[src/hw/mri_map.svh]
`ifndef MRI_MAP_SVH
`define MRI_MAP_SVH
`define MRI_CLK_NS 20
`define MRI_OFS_ID 6'h00
`define MRI_OFS_MODEL 6'h02
`define MRI_OFS_CTRL 6'h04
`define MRI_OFS_CMD 6'h08
`define MRI_OFS_PARM 6'h0A
`define MRI_OFS_DATA 6'h0C
`define MRI_CTL_RST 0
`define MRI_CTL_SFDIS 1
`define MRI_CTL_SAMP 2
`define MRI_ID_CLASS 2'h3
`define MRI_ID_AMODE 2'h3
`define MRI_ST_HIGH 8'hFF
`define MRI_RD_FILL 8'hFF
`define MRI_RST_NS 2000
`define MRI_RST_CYC ((`MRI_RST_NS + `MRI_CLK_NS - 1) / `MRI_CLK_NS)
`define MRI_CONV_US 400
`define MRI_CONV_CYC (`MRI_CONV_US * 1000 / `MRI_CLK_NS)
`endif

[src/hw/mri_pkg.sv]
package mri_pkg;
	typedef enum logic [2:0] {
		MRI_IDLE = 3'b001,
		MRI_PROC = 3'b010,
		MRI_RESET = 3'b100
	} mri_state_t;
	typedef struct packed {
		logic is_param;
		logic [7:0] code;
	} mri_op_t;
	typedef struct packed {
		logic [1:0] nbytes;
		logic [23:0] value;
	} mri_reply_t;
	typedef struct packed {
		logic done;
		logic error_free_flag;
		logic conversion_active_flag;
		logic data_ready;
		logic not_extended;
		logic reset_selftest_ok;
		logic query_reply_available;
		logic opcode_write_ready;
	} mri_status_t;
endpackage

[src/hw/mri_regs.sv]
// How it works
// [RULE1] Control bit 0 holds device in reset.
// [RULE2] Control bit 1 blocks driving SYSFAIL.
// [RULE3] SYSFAIL during self-test and after failure.
// [RULE4] Host disables SYSFAIL then resets failed device.
// [RULE5] Control bit 2 fires one sample.
// [RULE6] Opcodes in low byte at 08, 0A.
// [RULE7] Host sends two's complement opcodes.
// [RULE8] Checked errors clear error-free flag.
// [RULE9] Host waits for processing before next command.
// [RULE10] Identity class field reads 11.
// [RULE11] Identity addressing field reads 11.
// [RULE12] Identity low twelve bits: manufacturer code.
// [RULE13] Model word returns fixed code.
// [RULE14] Done bit low while processing.
// [RULE15] Error-free flag restored by next command.
// [RULE16] Conversion flag held for conversion time.
// [RULE17] Data ready tracks buffer, clears on read.
// [RULE18] Extended self-test: bit3 zero, bit2 one.
// [RULE19] Bit 2 low during reset or test.
// [RULE20] Reply flag set until reply read.
// [RULE21] Write-ready clears on each accepted opcode.
// [RULE22] Done and flags qualified by precedence.
// [RULE23] Host holds reset at least 2 us.
// [RULE24] Wide replies read out MSB first.
// [RULE25] Status upper byte reads all ones.
`include "mri_map.svh"

module mri_regs #(
	// Arbitrary code, not a real maker's.
	parameter logic [11:0] MFR_ID = 12'h5A3,
	// Arbitrary code, not a real part's.
	parameter logic [15:0] MODEL_ID = 16'h1C2D,
	parameter int CONV_CYC = `MRI_CONV_CYC
) (
	input wire logic ref_clk,
	input wire logic sys_rst,
	input wire logic [5:0] reg_addr,
	input wire logic reg_wr,
	input wire logic reg_rd,
	input wire logic [15:0] reg_wdata,
	output logic [15:0] reg_rdata,
	output mri_pkg::mri_op_t op_out,
	output logic op_strobe,
	input wire logic op_done,
	input wire logic op_error,
	output logic meter_reset,
	output logic sysfail_o,
	output logic sysfail_oe,
	input wire logic sample_armed,
	output logic sample_strobe,
	input wire logic conv_start,
	input wire logic conv_use_aperture,
	input wire logic [23:0] aperture_cycles,
	input wire logic selftest_run,
	input wire logic selftest_extended,
	input wire logic selftest_fail,
	input wire logic reply_valid,
	input wire mri_pkg::mri_reply_t reply_in,
	input wire logic buf_nonempty,
	input wire logic [15:0] buf_word,
	output logic buf_pop
);
	import mri_pkg::*;

	// ----------------------------------------
	// State
	// ----------------------------------------
	localparam logic [7:0] RST_CYC = 8'(`MRI_RST_CYC);
	mri_state_t state_q, state_d;
	logic ctl_rst_q, ctl_rst_d, sf_dis_q, sf_dis_d, fail_q, fail_d;
	logic [7:0] rst_cnt_q, rst_cnt_d;
	logic [23:0] conv_cnt_q, conv_cnt_d;
	logic done_q, done_d, efree_q, efree_d, drdy_q, drdy_d;
	mri_reply_t rep_q, rep_d;
	mri_op_t op_q, op_d;
	logic op_stb_q, op_stb_d, samp_q, samp_d, pop_q, pop_d;
	logic mrst_q, mrst_d, sfoe_q, sfoe_d;
	logic [15:0] rdata_q, rdata_d;
	mri_status_t st;
	logic wr_ctrl, wr_op, rd_reply, rd_data, resetting;

	// ----------------------------------------
	// Next state
	// ----------------------------------------
	always_comb begin
		wr_ctrl = reg_wr && reg_addr == `MRI_OFS_CTRL;
		// Upper byte of the opcode ports is ignored on purpose.
		wr_op = reg_wr && (reg_addr == `MRI_OFS_CMD || reg_addr == `MRI_OFS_PARM); // [RULE6]
		rd_reply = reg_rd && reg_addr == `MRI_OFS_CMD;
		rd_data = reg_rd && reg_addr == `MRI_OFS_DATA;
		ctl_rst_d = wr_ctrl ? reg_wdata[`MRI_CTL_RST] : ctl_rst_q;
		sf_dis_d = wr_ctrl ? reg_wdata[`MRI_CTL_SFDIS] : sf_dis_q;
		// Reset keeps reloading while the bit is set, then runs out the minimum time.
		if (ctl_rst_d) begin
			rst_cnt_d = RST_CYC; // [RULE1]
		end else if (rst_cnt_q != 8'h00) begin
			rst_cnt_d = rst_cnt_q - 8'h01;
		end else begin
			rst_cnt_d = rst_cnt_q;
		end
		resetting = ctl_rst_q || rst_cnt_q != 8'h00;
		mrst_d = ctl_rst_d || rst_cnt_d != 8'h00; // [RULE1]
		// A failure arriving with a reset still latches.
		fail_d = selftest_fail || (fail_q && !ctl_rst_q); // [RULE3]
		sfoe_d = !sf_dis_d && (selftest_run || fail_d); // [RULE2] [RULE3]
		samp_d = wr_ctrl && reg_wdata[`MRI_CTL_SAMP] && sample_armed && !resetting; // [RULE5]
		state_d = state_q;
		op_d = op_q;
		op_stb_d = 1'b0;
		done_d = done_q;
		efree_d = efree_q;
		case (state_q)
			MRI_RESET: begin
				if (!resetting) begin
					state_d = MRI_IDLE;
				end
			end
			MRI_IDLE: begin
				// Writes while not ready are dropped; the host is expected to poll bit 0.
				if (wr_op) begin
					state_d = MRI_PROC; // [RULE21]
					op_d.is_param = reg_addr == `MRI_OFS_PARM;
					op_d.code = reg_wdata[7:0];
					op_stb_d = 1'b1;
					done_d = 1'b0; // [RULE14]
					if (reg_addr == `MRI_OFS_CMD) begin
						efree_d = 1'b1; // [RULE15]
					end
				end
			end
			MRI_PROC: begin
				if (op_done) begin
					state_d = MRI_IDLE;
					done_d = 1'b1; // [RULE14]
				end
			end
			default: state_d = MRI_RESET;
		endcase
		// An error in the same cycle as a new command wins over the restore.
		if (op_error) begin
			efree_d = 1'b0; // [RULE8] [RULE15]
		end
		if (conv_start) begin
			conv_cnt_d = conv_use_aperture ? aperture_cycles : 24'(CONV_CYC); // [RULE16]
		end else if (conv_cnt_q != 24'h000000) begin
			conv_cnt_d = conv_cnt_q - 24'h000001;
		end else begin
			conv_cnt_d = conv_cnt_q;
		end
		drdy_d = buf_nonempty && !rd_data && !pop_q; // [RULE17]
		rep_d = rep_q;
		if (reply_valid) begin
			rep_d.nbytes = reply_in.nbytes;
			case (reply_in.nbytes)
				2'd1: rep_d.value = {reply_in.value[7:0], 16'h0000};
				2'd2: rep_d.value = {reply_in.value[15:0], 8'h00};
				default: rep_d.value = reply_in.value;
			endcase
		end else if (rd_reply && rep_q.nbytes != 2'd0) begin
			rep_d.value = {rep_q.value[15:0], 8'h00}; // [RULE24]
			rep_d.nbytes = rep_q.nbytes - 2'd1; // [RULE20]
		end
		pop_d = rd_data;
		if (resetting) begin
			state_d = MRI_RESET;
			op_stb_d = 1'b0;
			done_d = 1'b1;
			efree_d = 1'b1;
			conv_cnt_d = 24'h000000;
			drdy_d = 1'b0;
			rep_d = '0;
		end
		st.done = done_q;
		st.error_free_flag = efree_q;
		st.conversion_active_flag = conv_cnt_q != 24'h000000; // [RULE16]
		st.data_ready = drdy_q;
		st.not_extended = !(selftest_run && selftest_extended); // [RULE18]
		// An extended test keeps bit 2 high, else bit 3 low could never mark it.
		st.reset_selftest_ok = !(resetting || (selftest_run && !selftest_extended) || fail_q); // [RULE19]
		st.query_reply_available = rep_q.nbytes != 2'd0; // [RULE20]
		st.opcode_write_ready = state_q == MRI_IDLE; // [RULE21] [RULE22]
		rdata_d = rdata_q;
		if (reg_rd) begin
			if (reg_addr == `MRI_OFS_ID) begin
				rdata_d = {`MRI_ID_CLASS, `MRI_ID_AMODE, MFR_ID}; // [RULE10] [RULE11] [RULE12]
			end else if (reg_addr == `MRI_OFS_MODEL) begin
				rdata_d = MODEL_ID; // [RULE13]
			end else if (reg_addr == `MRI_OFS_CTRL) begin
				rdata_d = {`MRI_ST_HIGH, st}; // [RULE25]
			end else if (reg_addr == `MRI_OFS_CMD) begin
				rdata_d = {`MRI_RD_FILL, rep_q.value[23:16]}; // [RULE24]
			end else if (reg_addr == `MRI_OFS_DATA) begin
				rdata_d = buf_word;
			end else begin
				rdata_d = 16'hFFFF;
			end
		end
	end

	// ----------------------------------------
	// Registers
	// ----------------------------------------
	always_ff @(posedge ref_clk or posedge sys_rst) begin
		if (sys_rst) begin
			state_q <= MRI_RESET;
			ctl_rst_q <= 1'b0;
			sf_dis_q <= 1'b0;
			fail_q <= 1'b0;
			rst_cnt_q <= RST_CYC;
			conv_cnt_q <= 24'h000000;
			done_q <= 1'b1;
			efree_q <= 1'b1;
			drdy_q <= 1'b0;
			rep_q <= '0;
			op_q <= '0;
			op_stb_q <= 1'b0;
			samp_q <= 1'b0;
			pop_q <= 1'b0;
			mrst_q <= 1'b1;
			sfoe_q <= 1'b0;
			rdata_q <= 16'h0000;
		end else begin
			state_q <= state_d;
			ctl_rst_q <= ctl_rst_d;
			sf_dis_q <= sf_dis_d;
			fail_q <= fail_d;
			rst_cnt_q <= rst_cnt_d;
			conv_cnt_q <= conv_cnt_d;
			done_q <= done_d;
			efree_q <= efree_d;
			drdy_q <= drdy_d;
			rep_q <= rep_d;
			op_q <= op_d;
			op_stb_q <= op_stb_d;
			samp_q <= samp_d;
			pop_q <= pop_d;
			mrst_q <= mrst_d;
			sfoe_q <= sfoe_d;
			rdata_q <= rdata_d;
		end
	end

	assign reg_rdata = rdata_q;
	assign op_out = op_q;
	assign op_strobe = op_stb_q;
	assign meter_reset = mrst_q;
	// The line is open drain and active low; only the enable moves.
	assign sysfail_o = 1'b0;
	assign sysfail_oe = sfoe_q;
	assign sample_strobe = samp_q;
	assign buf_pop = pop_q;

	// ----------------------------------------
	// Checks
	// ----------------------------------------
	a_reset_held: assert property (@(posedge ref_clk) disable iff (sys_rst) // [RULE1]
		ctl_rst_q |=> meter_reset) else $error("reset not held while control bit set");
	a_sysfail_off: assert property (@(posedge ref_clk) disable iff (sys_rst) // [RULE2]
		sf_dis_q |-> !sysfail_oe) else $error("sysfail driven while disabled");
	a_sysfail_test: assert property (@(posedge ref_clk) disable iff (sys_rst) // [RULE3]
		(selftest_run && !sf_dis_d) |=> sysfail_oe) else $error("sysfail missing in self-test");
	a_sample_once: assert property (@(posedge ref_clk) disable iff (sys_rst) // [RULE5]
		sample_strobe |-> $past(reg_wr && reg_addr == `MRI_OFS_CTRL
		&& reg_wdata[`MRI_CTL_SAMP] && sample_armed)) else $error("sample strobe without a write");
	a_id_word: assert property (@(posedge ref_clk) disable iff (sys_rst) // [RULE10]
		(reg_rd && reg_addr == `MRI_OFS_ID) |=> reg_rdata[15:12] == 4'hF)
		else $error("identity class or mode wrong");
	a_model_word: assert property (@(posedge ref_clk) disable iff (sys_rst) // [RULE13]
		(reg_rd && reg_addr == `MRI_OFS_MODEL) |=> reg_rdata == MODEL_ID)
		else $error("model word wrong");
	a_ready_drop: assert property (@(posedge ref_clk) disable iff (sys_rst) // [RULE21]
		(wr_op && state_q == MRI_IDLE && !resetting) |=> !st.opcode_write_ready && op_strobe
		&& !done_q) else $error("opcode accept did not clear ready and done");
	a_error_flag: assert property (@(posedge ref_clk) disable iff (sys_rst) // [RULE8]
		(op_error && !resetting) |=> !efree_q) else $error("error did not clear flag");
	a_reply_drain: assert property (@(posedge ref_clk) disable iff (sys_rst) // [RULE20]
		(rd_reply && rep_q.nbytes == 2'd1 && !reply_valid && !resetting)
		|=> !st.query_reply_available) else $error("reply flag not cleared");
	a_status_high: assert property (@(posedge ref_clk) disable iff (sys_rst) // [RULE25]
		(reg_rd && reg_addr == `MRI_OFS_CTRL) |=> reg_rdata[15:8] == 8'hFF)
		else $error("status upper byte not all ones");
	a_passed_low: assert property (@(posedge ref_clk) disable iff (sys_rst) // [RULE19]
		meter_reset |-> !st.reset_selftest_ok) else $error("passed set during reset");
endmodule // mri_regs
[config.mk]
export PLATFORM = sky130hd
export DESIGN_NAME = mri_regs
export DESIGN_NICKNAME = d
export VERILOG_FILES = /design/src/hw/mri_pkg.sv /design/src/hw/mri_regs.sv
export VERILOG_INCLUDE_DIRS = /design/src /design/src/hw
export SDC_FILE = /design/constraint.sdc
export NUM_CORES = 1
export LEC_CHECK = 0
export BUFFER_PORTS_ARGS = -buffer_cell sky130_fd_sc_hd__buf_2
export CELL_PAD_IN_SITES_DETAIL_PLACEMENT = 1
export CELL_PAD_IN_SITES_GLOBAL_PLACEMENT = 2
export CORE_MARGIN = 5
export CORE_UTILIZATION = 34
export DETAILED_ROUTE_END_ITERATION = 6
export MAX_ROUTING_LAYER = met4
export PLACE_DENSITY_LB_ADDON = 0.08
export SLEW_MARGIN = 40
export SYNTH_ARGS = -nofsm -noshare
export SYNTH_HDL_FRONTEND = slang
export SYNTH_SLANG_ARGS = --single-unit
export TNS_END_PERCENT = 5
[constraint.sdc]
create_clock -name ref_clk -period 8.2 [get_ports ref_clk]
set_input_delay 1.64 -clock ref_clk [delete_from_list [all_inputs] [get_ports ref_clk]]
set_output_delay 1.64 -clock ref_clk [all_outputs]
set_load 0.05 [all_outputs]
==> results.txt <==
- After routing, the total negative slack on setup checks comes to 0 ns.
- After synthesis, the cell types taking the most area are sky130_fd_sc_hd__dfrtp_1 (44%), sky130_fd_sc_hd__nor2_1 (5.0%), sky130_fd_sc_hd__o21ai_0 (4.1%), sky130_fd_sc_hd__mux2_2 (3.9%), sky130_fd_sc_hd__dfstp_2 (3.6%).
- Series of cell instances along the critical path: buf_2 > or4_4 > nor3_1 > mux2i_1 > nand3_1 > or4b_2
- Vias/cell: around 5.3
- Library cell with the highest instance count after synthesis: sky130_fd_sc_hd__dfrtp_1
- TritonCTS built the clock tree.
- The clock tree synthesis step divided the H-tree into 3 levels.
- In this run, placement finished with an instance count of approximately 840.
* Maximum net fanout on the critical path: 6
* RSZ-0062 raised after global routing: false
- For this design the top-level I/O count stands at 133.
- Vias: 4,503
* Max_cap viols: 0
- Post-route ant nets: 0
- Mean post-synth cell area: 9.370 um^2
- Result of the run: finished, final reports clean
- Post-DP HPWL: 11,420 um
- Setup clock skew after layout: ~0.004 ns
* Cell type with the highest aggregate area in the netlist: sky130_fd_sc_hd__dfrtp_1
- Peak supply drop: between 0.1 and 0.15 mV
- The worst path needs between 3 and 4 ns of the cycle, external delays included.
- Slowest Stage Delay on Critical Path: roughly 0.7 ns
- Type of origin of the critical path: input pin
* Critical setup path kind: in -> reg
- Met3 track demand over resource in global routing: 0.04569
- Summing every instance area after synthesis gives 5172 um^2.
* Signal arrival time at the worst endpoint: about 4 ns
* Global routing usage summed across all routing layers: 0.1894
- Fmax: around 270 MHz
* Post-Synthesis Cells: between 500 and 600
- The number of setup buffers added after CTS is 0.
* Global placement routability congestion: 0.7917
* Layout overhead on the synthesized area: 19.45%
* Number of synthesized register bits: between 90 and 100
- In the global route stage, met2 resource usage came out at 0.3033.
- Of all flip-flops after synthesis, the portion carrying an async set or reset was 1.000.
- Share of the yosys chip area belonging to registers: 0.4710
- Initial cell density of the core: 0.3428
- Number of synthesized flops with an enable pin: 0
- First-pass GRT wire length: 26,230 um
* Maximum number of pins on one net before global-route repair: 75
- Setup violations remaining at the end of the flow were counted as 0.
* Num rows: between 40 and 50
- The final layout contains roughly 770 nets.
- Max-slew violations: 0
- Once layout is complete, the cells apart from fillers number ~850.
- Portion of the clock cycle consumed by the worst path in the final layout: 0.4542
- Fill cells in the final layout number approximately 1,800.
- Share of cells above drive strength 1: 0.2715
* Transition at the pin with the smallest max-transition slack: between 0.8 and 0.9 ns
- Maximum count of clock buffers along a single path: 2
- The floorplan step set the die width to about 130 um.
- Area of the core: 15,090 um^2
- The tree built by TritonCTS fans out to 97 sinks.
- The later pin in the worst-skew pair is clocked with a latency of about 0.35 ns.
* Post-synth top area share: 0.4354
* Number of DRC markers after the initial detailed-route iteration: between 200 and 250
- After detailed routing, the average wire length per cell comes to around 18 um.
- Total of hold buffers inserted after clock tree synthesis: 0
- Predominant post-synthesis flop cell: sky130_fd_sc_hd__dfrtp_1
- GRT overflow: 0
- Hold Fails Final Rpt: 0
- Class of the tightest hold or removal check: reg -> reg
- In this run the power density over the cells is around 180 nW/um^2.
- Number of antenna violations at the first check in global routing: 0
* Cell with the largest stage delay on the worst path: sky130_fd_sc_hd__or4b_2
* Post-synthesis net count: between 600 and 700
* Total of cells resized after clock tree synthesis: 0
- DRC violation count after routing: 0
- Counting the buffers created by CTS gives 9.
* Synth cell count leaders: sky130_fd_sc_hd__dfrtp_1 (90), sky130_fd_sc_hd__nor2_1 (69), sky130_fd_sc_hd__nand2_1 (49)
- CP Capture Type: register
- The Yosys step of the flow raised 0 warnings.
- Global Route met1 Usage: 0.2451
- The first detailed-routing pass took 4 iterations.
* Port Buf Inserts: 123
* Library cells used by synthesis: between 50 and 60
- Worst endpoint required time: ~8.5 ns
* Total detailed-routing wirelength: between 15,000 and 20,000 um
- Leakage: a little under 0.003 uW
* Worst relative slew slack: 0.4611
- The number of global-route vias before repair is between 4,000 and 5,000.
- The cell sitting at the root of the clock tree is a sky130_fd_sc_hd__clkbuf_16.
* Die footprint: roughly 18,000 um^2
- met2 is the most crowded layer.
- Ant. Diodes: 0
* Floorplan die height: 133.3 um
* Clock slew seen by the registers of the worst setup and hold paths: around 0.070 ns
[area by class of cell]
| class | instances | area [um^2] | share of cell area |
|---|---|---|---|
| Clock buffer | 11 | 232.7 | 0.03767 |
| Clock inverter | 5 | 31.28 | 0.005063 |
| Inverter | 21 | 81.33 | 0.01316 |
| Multi-Input combinational cell | 402 | 2512 | 0.4066 |
| Sequential cell | 97 | 2436 | 0.3943 |
| Tap cell | 188 | 235.2 | 0.03807 |
| Timing Repair Buffer | 127 | 649.4 | 0.1051 |
[cells by family (layout without fill, tap and decap cells)]
group           Yosys count  in the layout  synth area share
mux                      33             33           0.07015
other cells               1              1         0.0007250
compound gates          141            141            0.1776
simple gates            197            197            0.1812
fa+ha+maj                 6              6           0.01451
xor+xnor                 24             24           0.04064
flops                    97             97            0.4710
buf+inv                  53            164           0.04427
[worst max-delay path, delay by kind of cell]
family	cells	cell delay [ns]
buffers and inverters	1	0.11
and+or+nand+nor	4	1.85
muxes	1	0.38
[sequential cells by signal, indices dropped and copies added (netlist names)]
name and cells:
rep_q 26, reg_rdata 16, sf_dis_q 1, fail_q 1, ctl_rst_q 1, efree_q 1, state_q 3, sysfail_oe 1
conv_cnt_q 24, sample_strobe 1, rst_cnt_q 8, drdy_q 1, done_q 1, meter_reset 1, op_out 9, op_strobe 1
buf_pop 1
[layout by cell type, fill, tap and decap left out, drive strengths merged, types with 3 or more instances in the layout]
| cell type | netlist | routed |
|---|---|---|
| nand2b | 6 | 6 |
| dfstp | 7 | 7 |
| dfrtp | 90 | 90 |
| nor4b | 3 | 3 |
| xor2 | 10 | 10 |
| ha | 6 | 6 |
| or4 | 3 | 3 |
| nand3 | 16 | 16 |
| or3 | 8 | 8 |
| a31oi | 4 | 4 |
| nand4 | 3 | 3 |
| clkbuf | 26 | 11 |
| o2bb2ai | 4 | 4 |
| nor2b | 3 | 3 |
| mux2i | 13 | 13 |
| nor3 | 23 | 23 |
| xnor2 | 14 | 14 |
| o21ai | 44 | 44 |
| a32oi | 7 | 7 |
| o22ai | 3 | 3 |
| nor2 | 69 | 69 |
| o211ai | 10 | 10 |
| clkinv | 0 | 3 |
| a211oi | 9 | 9 |
| and2 | 3 | 3 |
| a221oi | 7 | 7 |
| a21oi | 27 | 27 |
| inv | 21 | 22 |
| nor4 | 5 | 5 |
| nand2 | 49 | 49 |
| a22oi | 8 | 8 |
| nand3b | 3 | 3 |
| buf | 6 | 127 |
| mux2 | 20 | 20 |
[routing by layer]
layer  part of all wire  vias up  wire length [um]
met5                  0        -                 0
met4              0.011        0               174
met3              0.045       12               709
met2               0.49       95              7713
met1               0.45     2216              7128
li1                   -     2180                 -
[report_power, final]
part / switching [uW] / internal [uW]
clock network: 192 / 206
registers: 25.0 / 509
logic: 127 / 77.6
[per-stage QoR]
stage	setup slack, ns	util	area, um^2	hold slack [ns]	power [uW]
2_1_floorplan	4.038	-	5172	0.4688	675.9
3_3_place_gp	4.093	0.3914	5906	0.4303	742.3
3_5_place_dp	4.053	0.3918	5912	0.4576	748.1
4_1_cts	4.443	0.4093	6176	0.4664	1152
5_1_grt	4.325	0.4095	6178	0.4856	1196
6_report	4.476	0.4095	6178	0.4554	1136
[path summary, 6_finish.rpt]
path,depth (start not counted),slack [ns],to,from
setup / recovery,6,4.48,meter_reset,reg_addr[5]
setup reg to reg,8,5.19,conv_cnt_q[13],rst_cnt_q[0]
hold reg to reg,1,0.46,drdy_q,buf_pop
max in group asynchronous,3,5.97,rep_q[4],sys_rst
min in group asynchronous,2,1.24,reg_rdata[10],sys_rst
hold / removal,1,0.46,drdy_q,buf_pop
(Power assumes the default switching activity.)
